===== config.mk =====
export PLATFORM = sky130hd
export DESIGN_NAME = swrb_device_flat
export DESIGN_NICKNAME = d
export VERILOG_FILES = /design/src/swrb_pkg.sv /design/src/swrb_link_if.sv /design/src/swrb_device.sv /design/src/flat_wrapper.sv
export SDC_FILE = /design/constraint.sdc
export NUM_CORES = 1
export LEC_CHECK = 0
export ABC_AREA = 0
export BUFFER_PORTS_ARGS = -buffer_cell sky130_fd_sc_hd__buf_2
export CAP_MARGIN = 10
export CORE_ASPECT_RATIO = 0.8
export CORE_MARGIN = 1
export CORE_UTILIZATION = 30
export CTS_CLUSTER_DIAMETER = 60
export DETAILED_ROUTE_END_ITERATION = 6
export SETUP_SLACK_MARGIN = 0.3
export SLEW_MARGIN = 20
export SYNTH_ARGS = -nofsm -noshare
export SYNTH_HDL_FRONTEND = slang
export SYNTH_SLANG_ARGS = --single-unit

===== constraint.sdc =====
create_clock -name core_clk -period 2.3 [get_ports core_clk]
set_input_delay 0.115 -clock core_clk [delete_from_list [all_inputs] [get_ports core_clk]]
set_output_delay 0.115 -clock core_clk [all_outputs]
set_load 0.01 [all_outputs]

===== src/swrb_pkg.sv =====
// Shared constants for the sensor window register bank and its controller
package swrb_pkg;
  localparam logic [7:0] IDENT_ADDR = 8'h00;
  localparam logic [7:0] ROW_START_ADDR = 8'h01;
  localparam logic [7:0] COLUMN_START_ADDR = 8'h02;
  localparam logic [7:0] ROW_COUNT_ADDR = 8'h03;
  localparam logic [7:0] COLUMN_COUNT_ADDR = 8'h04;
  localparam logic [7:0] HBLANK_ALT_ADDR = 8'h05;
  localparam logic [7:0] RESET_CONTROL_ADDR = 8'h0d;
  localparam logic [7:0] PAGE_SELECT_ADDR = 8'hf0;
  localparam logic [7:0] BYTEWISE_ADDR = 8'hf1;
  localparam logic [7:0] CONTEXT_SELECT_ADDR = 8'hf2;
  localparam logic [7:0] MIRROR_ADDR = 8'hff;
  localparam logic [15:0] CORE_PAGE = 16'h0000;

  // Frame-synchronized window registers, slots 1 to 5
  localparam logic [15:0] FRAME_RESET [1:5] = '{16'h001c, 16'h003c, 16'h04b0, 16'h0640, 16'h015c};
  localparam logic [15:0] FRAME_MASK [1:5] = '{16'h07ff, 16'h07ff, 16'h07ff, 16'h07ff, 16'h3fff};
  localparam int ROW_COUNT_SLOT = 3;
  localparam int COLUMN_COUNT_SLOT = 4;
  localparam int HBLANK_ALT_SLOT = 5;

  // Immediate registers: pll, shutter/strobe/flash timing, external sampling
  localparam int MISC_COUNT = 12;
  localparam logic [3:0] MISC_NONE = 4'hf;
  localparam logic [15:0] MISC_RESET [0:11] = '{16'h0501, 16'h0000, 16'h0064, 16'h0064,
    16'h0096, 16'h00c8, 16'h0064, 16'h0078, 16'h0000, 16'h0000, 16'h0000, 16'h0000};
  localparam logic [7:0] MISC_ADDR [0:11] = '{8'h67, 8'hc0, 8'hc1, 8'hc2,
    8'hc3, 8'hc4, 8'hc5, 8'hc6, 8'he0, 8'he1, 8'he2, 8'he3};

  localparam logic [15:0] PAGE_RESET = 16'h0000;
  localparam logic [15:0] BYTEWISE_RESET = 16'h0000;
  localparam logic [15:0] CONTEXT_RESET = 16'h000b;
  localparam logic [15:0] CONTEXT_MASK = 16'hffff;
  localparam logic [15:0] RESET_CONTROL_RESET = 16'h0000;
  localparam logic [15:0] RESET_CONTROL_MASK = 16'h8100;
  localparam int CONTEXT_SELECT_BIT = 0;
  localparam int BAD_FRAME_DISPLAY_BIT = 8;
  localparam int SYNC_HOLD_BIT = 15;

  localparam logic [10:0] ROW_START_ADVISED = 11'd20;
  localparam logic [10:0] COLUMN_START_ADVISED = 11'd52;
  localparam logic [15:0] ROW_COUNT_MIN = 16'd2;
  localparam logic [15:0] COLUMN_COUNT_MIN_SINGLE = 16'd9;
  localparam logic [15:0] COLUMN_COUNT_MIN_DUAL = 16'd17;
  localparam int FRAME_START_LEAD_ROWS = 8;

  // Controller software registers
  localparam logic [2:0] HOST_ADDR_REG = 3'h0;
  localparam logic [2:0] HOST_WDATA_REG = 3'h1;
  localparam logic [2:0] HOST_CTRL_REG = 3'h2;
  localparam logic [2:0] HOST_STATUS_REG = 3'h3;
  localparam logic [2:0] HOST_RDATA_REG = 3'h4;
  localparam int CTRL_WRITE_BIT = 0;
  localparam int CTRL_READ_BIT = 1;
  localparam int CTRL_DUAL_BIT = 2;
  localparam int STAT_BUSY_BIT = 0;
  localparam int STAT_DONE_BIT = 1;
  localparam int STAT_WARN_BIT = 2;

  typedef enum logic [1:0] {
    SWRB_IDLE = 2'b00,
    SWRB_ISSUE = 2'b01,
    SWRB_WAIT = 2'b10
  } swrb_state_type;

  function automatic logic [3:0] misc_slot(input logic [7:0] a);
    misc_slot = MISC_NONE;
    for (int i = 0; i < MISC_COUNT; i++) begin
      if (a == MISC_ADDR[i]) begin
        misc_slot = 4'(i);
      end
    end
  endfunction

  function automatic logic [15:0] clamp_min(input logic [15:0] v, input logic [15:0] m);
    clamp_min = (v < m) ? m : v;
  endfunction

  // Lowest legal count for a window slot; other slots pass unchanged
  function automatic logic [15:0] window_floor(input int slot, input logic [15:0] v,
                                               input logic dual);
    if (slot == ROW_COUNT_SLOT) begin
      window_floor = clamp_min(v, ROW_COUNT_MIN);
    end else if (slot == COLUMN_COUNT_SLOT) begin
      window_floor = clamp_min(v, dual ? COLUMN_COUNT_MIN_DUAL : COLUMN_COUNT_MIN_SINGLE);
    end else begin
      window_floor = v;
    end
  endfunction
endpackage


===== src/swrb_link_if.sv =====
// Register link between the controller and the sensor register bank
`timescale 1ns/1ps
interface swrb_link_if;
  logic req;
  logic we;
  logic [7:0] addr;
  logic [15:0] wdata;
  logic ack;
  logic [15:0] rdata;
  modport device (
    input req,
    input we,
    input addr,
    input wdata,
    output ack,
    output rdata
  );
  modport host (
    output req,
    output we,
    output addr,
    output wdata,
    input ack,
    input rdata
  );
endinterface


===== src/swrb_device.sv =====
// Sensor core register bank with frame-synchronized window registers
//
// Local design decision: the plain strobed port.
`timescale 1ns/1ps
module swrb_device
  import swrb_pkg::*;
#(
  parameter logic [15:0] IDENT_VALUE = 16'h0a5a // Arbitrary identity value
) (
  input wire logic core_clk,
  input wire logic nrst,
  swrb_link_if.device link,
  input wire logic first_dark_row,
  input wire logic integ_mismatch,
  input wire logic dual_adc,
  input wire logic [13:0] hblank_ctx_a,
  output logic [10:0] row_start,
  output logic [10:0] column_start,
  output logic [10:0] row_count,
  output logic [10:0] column_count,
  output logic [13:0] row_lead_blank,
  output logic context_sel,
  output logic bad_frame,
  output logic frame_suppress,
  output logic [15:0] global_shutter_control
);
  logic [15:0] pend [1:5];
  logic [15:0] act [1:5];
  logic [5:1] dirty;
  logic [15:0] misc [0:MISC_COUNT-1];
  logic [15:0] page_select;
  logic [15:0] bytewise_address;
  logic [15:0] context_select;
  logic [15:0] reset_control;
  logic integ_seen;
  logic ack_q;
  logic [15:0] rdata_q;

  logic wr_en;
  logic core_sel;
  logic frame_hit;
  logic [3:0] slot;
  logic apply;
  logic ym_apply;
  logic next_ctx;
  logic [15:0] next_hblank_alt;
  logic [15:0] rd_value;

  always_comb begin
    wr_en = link.req & link.we;
    // Only the core page is local; other pages read zero and drop writes, except page select and bytewise address
    core_sel = (page_select == CORE_PAGE);
    frame_hit = core_sel && (link.addr >= ROW_START_ADDR) && (link.addr <= HBLANK_ALT_ADDR);
    slot = core_sel ? misc_slot(link.addr) : MISC_NONE;
    // Hold bit keeps pending values from applying, so a group of edits lands together
    apply = first_dark_row & ~reset_control[SYNC_HOLD_BIT];
    ym_apply = apply & (|dirty);
  end

  // Window registers stage writes here until frame start
  always_ff @(posedge core_clk or negedge nrst) begin
    if (!nrst) begin
      for (int i = 1; i <= 5; i++) begin
        pend[i] <= FRAME_RESET[i];
      end
    end else if (wr_en && frame_hit) begin
      for (int i = 1; i <= 5; i++) begin
        if (link.addr[2:0] == 3'(i)) begin
          pend[i] <= link.wdata & FRAME_MASK[i];
        end
      end
    end
  end

  // A write in the frame-start cycle stays pending for the next frame
  always_ff @(posedge core_clk or negedge nrst) begin
    if (!nrst) begin
      dirty <= 5'h00;
    end else begin
      for (int i = 1; i <= 5; i++) begin
        dirty[i] <= (wr_en && frame_hit && link.addr[2:0] == 3'(i)) | (dirty[i] & ~apply);
      end
    end
  end

  always_ff @(posedge core_clk or negedge nrst) begin
    if (!nrst) begin
      for (int i = 1; i <= 5; i++) begin
        act[i] <= FRAME_RESET[i];
      end
    end else if (apply) begin
      for (int i = 1; i <= 5; i++) begin
        if (dirty[i]) begin
          act[i] <= window_floor(i, pend[i], dual_adc);
        end
      end
    end
  end

  always_ff @(posedge core_clk or negedge nrst) begin
    if (!nrst) begin
      for (int i = 0; i < MISC_COUNT; i++) begin
        misc[i] <= MISC_RESET[i];
      end
    end else if (wr_en && slot != MISC_NONE) begin
      misc[slot] <= link.wdata;
    end
  end

  always_ff @(posedge core_clk or negedge nrst) begin
    if (!nrst) begin
      page_select <= PAGE_RESET;
      bytewise_address <= BYTEWISE_RESET;
    end else if (wr_en) begin
      if (link.addr == PAGE_SELECT_ADDR) begin
        page_select <= link.wdata;
      end
      if (link.addr == BYTEWISE_ADDR) begin
        bytewise_address <= link.wdata;
      end
    end
  end

  always_ff @(posedge core_clk or negedge nrst) begin
    if (!nrst) begin
      context_select <= CONTEXT_RESET;
      reset_control <= RESET_CONTROL_RESET;
    end else if (wr_en && core_sel) begin
      if (link.addr == CONTEXT_SELECT_ADDR) begin
        context_select <= link.wdata & CONTEXT_MASK;
      end
      if (link.addr == RESET_CONTROL_ADDR) begin
        reset_control <= link.wdata & RESET_CONTROL_MASK;
      end
    end
  end

  // Mismatch events collect over a frame; set beats the frame-start clear
  always_ff @(posedge core_clk or negedge nrst) begin
    if (!nrst) begin
      integ_seen <= 1'b0;
    end else if (integ_mismatch) begin
      integ_seen <= 1'b1;
    end else if (first_dark_row) begin
      integ_seen <= 1'b0;
    end
  end

  always_ff @(posedge core_clk or negedge nrst) begin
    if (!nrst) begin
      bad_frame <= 1'b0;
      frame_suppress <= 1'b0;
    end else if (first_dark_row) begin
      bad_frame <= ym_apply | integ_seen | integ_mismatch;
      frame_suppress <= (ym_apply | integ_seen | integ_mismatch) &
                        ~reset_control[BAD_FRAME_DISPLAY_BIT];
    end
  end

  // Look ahead at this cycle's write so blanking follows with no extra lag
  always_comb begin
    next_ctx = context_select[CONTEXT_SELECT_BIT];
    if (wr_en && core_sel && link.addr == CONTEXT_SELECT_ADDR) begin
      next_ctx = link.wdata[CONTEXT_SELECT_BIT];
    end
    next_hblank_alt = act[HBLANK_ALT_SLOT];
    if (apply && dirty[HBLANK_ALT_SLOT]) begin
      next_hblank_alt = pend[HBLANK_ALT_SLOT];
    end
  end

  always_ff @(posedge core_clk or negedge nrst) begin
    if (!nrst) begin
      row_lead_blank <= FRAME_RESET[HBLANK_ALT_SLOT][13:0];
    end else begin
      row_lead_blank <= next_ctx ? next_hblank_alt[13:0] : hblank_ctx_a;
    end
  end

  // Window reads return the last written value after masking, even while still pending
  always_comb begin
    rd_value = 16'h0000;
    if (link.addr == PAGE_SELECT_ADDR) begin
      rd_value = page_select;
    end else if (link.addr == BYTEWISE_ADDR) begin
      rd_value = bytewise_address;
    end else if (core_sel) begin
      if (link.addr == IDENT_ADDR || link.addr == MIRROR_ADDR) begin
        rd_value = IDENT_VALUE;
      end else if (frame_hit) begin
        rd_value = pend[link.addr[2:0]];
      end else if (link.addr == RESET_CONTROL_ADDR) begin
        rd_value = reset_control;
      end else if (link.addr == CONTEXT_SELECT_ADDR) begin
        rd_value = context_select;
      end else if (slot != MISC_NONE) begin
        rd_value = misc[slot];
      end
    end
  end

  always_ff @(posedge core_clk or negedge nrst) begin
    if (!nrst) begin
      ack_q <= 1'b0;
      rdata_q <= 16'h0000;
    end else begin
      ack_q <= link.req;
      rdata_q <= rd_value;
    end
  end

  assign link.ack = ack_q;
  assign link.rdata = rdata_q;
  assign row_start = act[1][10:0];
  assign column_start = act[2][10:0];
  assign row_count = act[ROW_COUNT_SLOT][10:0];
  assign column_count = act[COLUMN_COUNT_SLOT][10:0];
  assign context_sel = context_select[CONTEXT_SELECT_BIT];
  assign global_shutter_control = misc[1];
endmodule


===== src/flat_wrapper.sv =====
// flat-port wrapper written by rule: the top's interface ports become plain ports
module swrb_device_flat import swrb_pkg::*;
#(
  parameter logic [15:0] IDENT_VALUE = 16'h0a5a                            
)
  (core_clk, nrst, first_dark_row, integ_mismatch, dual_adc, hblank_ctx_a, row_start, column_start, row_count, column_count, row_lead_blank, context_sel, bad_frame, frame_suppress, global_shutter_control, link_req, link_we, link_addr, link_wdata, link_ack, link_rdata);
  swrb_link_if link_i ();
  input wire logic core_clk;
  input wire logic nrst;
  input wire logic first_dark_row;
  input wire logic integ_mismatch;
  input wire logic dual_adc;
  input wire logic [13:0] hblank_ctx_a;
  output logic [10:0] row_start;
  output logic [10:0] column_start;
  output logic [10:0] row_count;
  output logic [10:0] column_count;
  output logic [13:0] row_lead_blank;
  output logic context_sel;
  output logic bad_frame;
  output logic frame_suppress;
  output logic [15:0] global_shutter_control;
  input wire logic [$bits(link_i.req)-1:0] link_req;
  input wire logic [$bits(link_i.we)-1:0] link_we;
  input wire logic [$bits(link_i.addr)-1:0] link_addr;
  input wire logic [$bits(link_i.wdata)-1:0] link_wdata;
  output wire logic [$bits(link_i.ack)-1:0] link_ack;
  output wire logic [$bits(link_i.rdata)-1:0] link_rdata;
  assign link_i.req = link_req;
  assign link_i.we = link_we;
  assign link_i.addr = link_addr;
  assign link_i.wdata = link_wdata;
  assign link_ack = link_i.ack;
  assign link_rdata = link_i.rdata;
  swrb_device #(.IDENT_VALUE(IDENT_VALUE)) u_core (.core_clk(core_clk), .nrst(nrst), .link(link_i), .first_dark_row(first_dark_row), .integ_mismatch(integ_mismatch), .dual_adc(dual_adc), .hblank_ctx_a(hblank_ctx_a), .row_start(row_start), .column_start(column_start), .row_count(row_count), .column_count(column_count), .row_lead_blank(row_lead_blank), .context_sel(context_sel), .bad_frame(bad_frame), .frame_suppress(frame_suppress), .global_shutter_control(global_shutter_control));
endmodule

# Word-level counts from Yosys, hierarchy flattened
# Index checks and enable logic that the tools add are counted.
# W data, S select, Z words.
[totals]
elab_cells = 154
output_inout_bits = 94
ff_bits = 397
in_bits = 45
[op_classes]
bitwise = 21
n_lt_le_gt_ge = 7
reduce_logical = 32
n_mux = 38
eq_ne = 23
[ops]
columns = ["op", "n"]
rows = [
  ["$mux W16", 13],
  ["$bwmux W192", 1],
  ["$eq A8 B8 Y1 const B", 15],
  ["$bmux W16 S4", 1],
  ["$demux W16 S4", 1],
  ["$mux W4", 13],
  ["$bmux W16 S3", 1],
  ["$mux W14", 2],
  ["$reduce_and A2 Y1", 14],
  ["$mux W11", 2],
  ["$logic_not A16 Y1", 1],
  ["$lt A11 B16 Y1", 1],
  ["$logic_and A1 B1 Y1", 13],
  ["$lt A11 B2 Y1 const B", 1],
  ["$and A1 B1 Y1", 9],
  ["$eq A8 B4 Y1 const B", 1],
  ["$eq A8 B7 Y1 const B", 1],
  ["$ge A8 B1 Y1 const B", 1],
  ["$le A8 B3 Y1 const B", 1],
  ["$logic_not A8 Y1", 1],
  ["$or A1 B1 Y1", 7],
  ["$eq A3 B2 Y1 const B", 2],
  ["$eq A3 B3 Y1 const B", 2],
  ["$ge A5 B5 Y1 const B", 1],
  ["other kinds (12)", 16],
]

# Depth between registers and ports, before layout
[logic_depth]
ltp_word = 26
depth_mapped = 11
ltp_nobuf = 7

# Worst setup path before layout
# Ideal clock, no wire load.
[synth_path]
path_type = "flip-flop to flip-flop"
startpoint = "register u_core.page_select[6]"
endpoint = "register u_core.misc[117] in the netlist's numbering"
t_required_ps = 2175
setup_ps = 125
arrival_ps = 2400
period_less_slack_ps = 2524
path_buffers = 1
path_stages_with_launch = 8
setup_slack_ps = -224
cell_sequence = "dfrtp_1 > nor4_1 > nand4_1 > or4_1 > nor2_1 > nand3_2 > buf_1 > mux2_2"
[synth_via]
elab_chain_len = 8
elab_cells_between_ends = 11
cone_classes = "2 x order compare; 1 x eq/ne; 4 x mux; 1 x bitwise; 3 x reduce/logical"
[synth_lines]
columns = ["item", "line", "text"]
rows = [
  ["start: declaration", "swrb_device.sv:31", "logic [15:0] page_select;"],
  ["start signal: assignment", "swrb_device.sv:116", "page_select <= link.wdata;"],
  ["$logic_not A16 Y1 *", "swrb_device.sv:52", "core_sel = (page_select == CORE_PAGE);"],
  ["$mux W4 *", "swrb_device.sv:54", "slot = core_sel ? misc_slot(link.addr) : MISC_NONE;"],
  ["$not A4 Y5 (not written as such)", "swrb_device.sv:106", "misc[slot] <= link.wdata;"],
  ["$ge A5 B5 Y1 (not written as such) / $lt A5 B1 Y1 (equally long branches)", "swrb_device.sv:106", ""],
  ["$logic_and A1 B1 Y1 (not written as such)", "swrb_device.sv:106", ""],
  ["$mux W16 (not written as such)", "swrb_device.sv:106", ""],
  ["$demux W16 S4", "swrb_device.sv:106", ""],
  ["$bwmux W192", "swrb_device.sv:106", ""],
  ["end signal: indexed assignment", "swrb_device.sv:103", "misc[i] <= MISC_RESET[i];"],
  ["end signal: indexed assignment", "swrb_device.sv:106", ""],
  ["end: declaration", "swrb_device.sv:30", "logic [15:0] misc [0:MISC_COUNT-1];"],
]
# Mark *: on every way between the ends. The rest lies on a longest branch, timed or not.
# A chain may end at the register's enable or synchronous reset.

# Final worst setup path
[layout_path]
startpoint = "register u_core.page_select[3]"
endpoint = "register u_core.rdata_q[6] (netlist: u_core.link.rdata[6])"
[layout_via]
elab_chain_len = 14
elab_cells_between_ends = 17
cone_classes = "1 x eq/ne; 12 x mux; 1 x bitwise; 3 x reduce/logical"
[layout_lines]
columns = ["item", "line", "text"]
rows = [
  ["$logic_not A16 Y1 *", "swrb_device.sv:52", ""],
  ["$mux W4", "swrb_device.sv:54", ""],
  ["$not A4 Y5 (not written as such)", "swrb_device.sv:197", "rd_value = misc[slot];"],
  ["$bmux W16 S4", "swrb_device.sv:197", ""],
  ["$mux W16 (not written as such) (2 in a row)", "swrb_device.sv:197", ""],
  ["$mux W16", "swrb_device.sv:196", "end else if (slot != MISC_NONE) begin"],
  ["$mux W16", "swrb_device.sv:194", "end else if (link.addr == CONTEXT_SELECT_ADDR) begin"],
  ["$mux W16", "swrb_device.sv:192", "end else if (link.addr == RESET_CONTROL_ADDR) begin"],
  ["$mux W16", "swrb_device.sv:190", "end else if (frame_hit) begin"],
  ["$mux W16", "swrb_device.sv:188", "if (link.addr == IDENT_ADDR || link.addr == MIRROR_ADDR) begin"],
  ["$mux W16 *", "swrb_device.sv:187", "end else if (core_sel) begin"],
  ["$mux W16 *", "swrb_device.sv:185", "end else if (link.addr == BYTEWISE_ADDR) begin"],
  ["$mux W16 *", "swrb_device.sv:183", "if (link.addr == PAGE_SELECT_ADDR) begin"],
  ["net u_core.rd_value[6]", "swrb_device.sv:47", "logic [15:0] rd_value;"],
  ["end signal: assignment", "swrb_device.sv:208", "rdata_q <= rd_value;"],
  ["end: declaration", "swrb_device.sv:37", "logic [15:0] rdata_q;"],
]
# Mark *: on every way through the listed nets, which the timed path passes. The rest lies on a longest branch. The select of a mux whose other input is x is not followed.

==> results.py <==
metrics = {
    "clocking": {
        "cts_made_buffers": 44,
        "clk_path_buf_depth": 3,
        "path_clk_slew_ns": 0.06,
        "cts_sinks": 397,
        "cts_tree": "done",
        "cts-root-buf": "clkbuf_16",
        "clock_latency_ns": 0.59,
        "htreeDepth": 2,
    },
    "pwr": {
        "p_per_area_nw_per_um2": 639,
        "power_frac_seq_pct": 44.8,
        "p_total_mw": 16.2,
        "peakVddDrop_mv": 0.517,
        "p_leak_nw": 12.2,
        "p_switching_mw": 3.99,
        "comb_power_share_pct": 9.4,
        "p_sw_share_pct": 24.6,
        "p_clk_share_pct": 45.8,
        "p_int_mw": 12.2,
    },
    "sta": {
        "fin_ws_ns": -0.381,
        "relSlewSlack_pct": 53.8,
        "rsz0062_at_grt": "yes",
        "worst_pin_slew_ns": 0.693,
        "timing.final.crit_share_pct": 117,
        "setup_violations": 300,
        "drv_slew": 0,
        "finalHoldViolCount": 0,
        "period_minus_slack_ns": 2.68,
        "clock_skew_ns": 0.0307,
        "max_freq_ghz": 0.373,
    },
    "place": {
        "post-place-cells": 2475,
        "port_buffers": 138,
        "gp_congestion": 0.901,
        "dp_hpwl_mm": 42.1,
    },
    "critical_path": {
        "crit_slowest_cell": "dfrtp_1",
        "end_kind": "register",
        "path_max_fanout": 9,
        "worst_path_most_repeated_cell": "buf_4",
        "path_class": "register to register",
        "startpoint_type": "register",
        "worstPathRequired_ns": 2.83,
        "critPathMaxStageDelay_ns": 0.42,
        "worst_ep_arrival_time_ns": 3.21,
        "cp_cell_sequence": "nor4_4, nand4_1, buf_4, buf_12, a211oi_4, buf_6, buf_4, nor2_4, a22o_1, o41ai_2, buf_4",
    },
    "layout": {
        "n_fill_cell": 5551,
        "final_core_util_pct": 41.6,
        "nets": 1839,
        "area_delta_synth_final_pct": 36.8,
        "stdcell_count": 2661,
        "drive_gt1_share_pct": 58.2,
    },
    "grt": {
        "grt_pass1_vias": 14100,
        "grt_pass1_wl_mm": 92.7,
        "grt_overflow_total": 0,
        "grt_usage_pct": 19.7,
        "grt_max_degree": 64,
        "grt_antenna_before_repair": 4,
    },
    "logic_synthesis": {
        "synthTopCellsByCount": "357 x mux2_2, 328 x dfrtp_1, 119 x nand2_1",
        "synthTopCellsByArea": "dfrtp_1 44%, mux2_2 22%, dfstp_2 9.8%",
        "synth_top_family_by_area": "multiplexers",
        "yosysMostFrequentCell": "mux2_2",
        "synth_fa_ha_area_share_pct": 0.135,
        "ys_seq_area_share_pct": 54.0,
        "avgSynthCellArea_um2": 12.7,
        "synth_simple_gate_area_share_pct": 7.44,
        "synth_xor_area_share_pct": 0.0472,
        "ys_warn_count": 0,
        "synthDistinctLibCells": 80,
        "syn-num-nets": 1512,
        "synth_mux_area_share_pct": 25.4,
        "ys_seq_elements": 397,
        "ys.flop_type": "dfrtp_1",
        "syn_inst": 1465,
        "netlist_area_um2": 18600,
        "synth_edf_count": 0,
        "synth_top_area_cell": "dfrtp_1",
        "synthArstFlopShare_pct": 100,
        "synth_compound_area_share_pct": 7.83,
        "synth_top_area_share_pct": 44.2,
    },
    "detailed_routing": {
        "drt_iter0_markers": 1291,
        "vias": 13900,
        "antenna_left": 0,
        "drcViolationCount": 6,
        "drt-total-wl_mm": 63.5,
        "post_drt_wl_per_cell_um": 23.9,
        "vias_per_cell": 5.23,
        "dr.pass1.iters": 7,
    },
    "run_status": {
        "violations": "design-rule violations, negative setup slack",
        "status": "finished, violations left",
    },
    "die": {
        "start_util_pct": 30.4,
        "core-area_um2": 61100,
        "ios": 139,
        "die_y_um": 225,
        "die_w_um": 280,
        "die_area_um2": 62900,
        "rows": 81,
    },
    "min_path": {
        "min_path_type": "input pin to async pin",
    },
    "flow_run": {
        "cap_viol_max_count": 0,
    },
}
==> through the flow <==
| step | worst slack, ns | TNS, ns | instance area [µm²] | hold WS, ns |
|---|---|---|---|---|
| final | -0.381 | -80.85 | 25400 | 0.0653 |
| after global routing | -0.442 | -97.11 | 25400 | 0.0902 |
| after CTS | -0.286 | -50.83 | 24800 | 0.0721 |
| after detailed placement | -0.357 | -41.93 | 21700 | 0.143 |
| after global placement | -0.345 | -37.58 | 21700 | 0.134 |
| after floorplan | 0.00906 | 0 | 19100 | -0.181 |
==> worst max-delay path, delay by kind of cell (launching register included) <==
family | cells | cell delay, ns
AO/OA/AOI/OAI | 3 | 0.79
buffers and inverters | 5 | 0.78
flip-flops | 1 | 0.42
AND/OR/NAND/NOR | 3 | 0.62
==> final cells by class <==
class / instances / area (µm²) / share of cell area, %
Antenna cell: 4 / 10.0 / 0.0394
Clock buffer: 60 / 1250 / 4.92
Clock inverter: 21 / 277 / 1.09
Inverter: 9 / 33.8 / 0.133
Multi-Input combinational cell: 897 / 8710 / 34.3
Sequential cell: 397 / 10000 / 39.4
Tap cell: 830 / 1040 / 4.09
Timing Repair Buffer: 443 / 4070 / 16.0
==> flip-flops by register name, indices dropped and copies added (netlist names), 11 cells and up <==
| name | count |
|---|---|
| u_core.row_lead_blank | 14 |
| u_core.row_start | 11 |
| u_core.misc | 176 |
| u_core.bytewise_address | 16 |
| u_core.act | 14 |
| u_core.column_start | 11 |
| u_core.link.rdata | 16 |
| u_core.pend | 58 |
| u_core.context_select | 16 |
| u_core.row_count | 11 |
| u_core.column_count | 11 |
| u_core.global_shutter_control | 16 |
| u_core.page_select | 16 |
==> power groups by stage <==
stage / Combinational, mW / Clock [mW] / Sequential, mW
floorplan: 0.594 / 0 / 7.36
global placement: 1.20 / 0 / 7.38
detailed placement: 1.21 / 0 / 7.38
CTS: 1.44 / 7.58 / 7.27
global route: 1.62 / 7.86 / 7.29
finish: 1.52 / 7.44 / 7.28
==> metal layers <==
metal	share of wire, %	GRT usage [%]	vias up
met1	46	28.6	7285
met4	2.7	5.78	6
met2	44	28.9	546
met3	7.5	4.90	117
li1	-	-	5958
met5	0.055	0	-
==> layout by cell type, fill, tap and decap left out, types with 6 or more instances in the layout <==
cell type,count
nand3_2,6
mux2_2,255
nand2_1,100
clkbuf_8,9
a21oi_1,23
and3_1,8
clkbuf_16,47
a22oi_1,12
clkbuf_1,7
buf_6,46
mux2i_1,45
dfrtp_1,328
buf_16,7
a22o_1,7
nor4_4,6
mux2_4,121
nand2b_1,7
buf_12,49
buf_4,173
inv_1,9
and2_1,6
nand2_2,12
nand3_4,6
o21ai_0,21
nor2_1,27
a21oi_2,7
nor2_4,13
clkinv_2,8
a221oi_1,8
buf_8,8
nor3_1,12
dfstp_2,69
o22ai_1,14
buf_2,137
dlygate4sd3_1,20
nand3_1,24
a222oi_1,6
==> logic make-up after synthesis <==
logic type | after synthesis
multiplexers | 421
flip-flops | 397
AND/OR/NAND/NOR | 276
AO/OA/AOI/OAI | 194
buffers and inverters | 174
adder cells (fa/ha/maj) | 2
XOR/XNOR | 1
==> timing repair <==
item                                    in CTS  in global routing
resized for setup                          174                 78
hold buffers                                20                  0
endpoints found under the setup margin     301                304
pin swaps                                   18                 36
setup buffers                               47                 20
hold endpoints to repair                   105                  0
gates cloned                                12                  2
==> final timing paths <==
check                                           start                       to  slack (ns)  depth (start not counted)
worst min-delay path                             nrst      u_core.row_count[1]        0.07                          2
min in group core_clk                   link_wdata[8]  u_core.reset_control[8]        0.10                          3
max in group asynchronous                        nrst      u_core.row_count[4]        1.34                          3
worst max register to register  u_core.page_select[3]     u_core.link.rdata[6]       -0.38                         11
worst min register to register        u_core.dirty[5]          u_core.dirty[5]        0.48                          1
worst max-delay path            u_core.page_select[3]     u_core.link.rdata[6]       -0.38                         11
(Power assumes the default switching activity.)
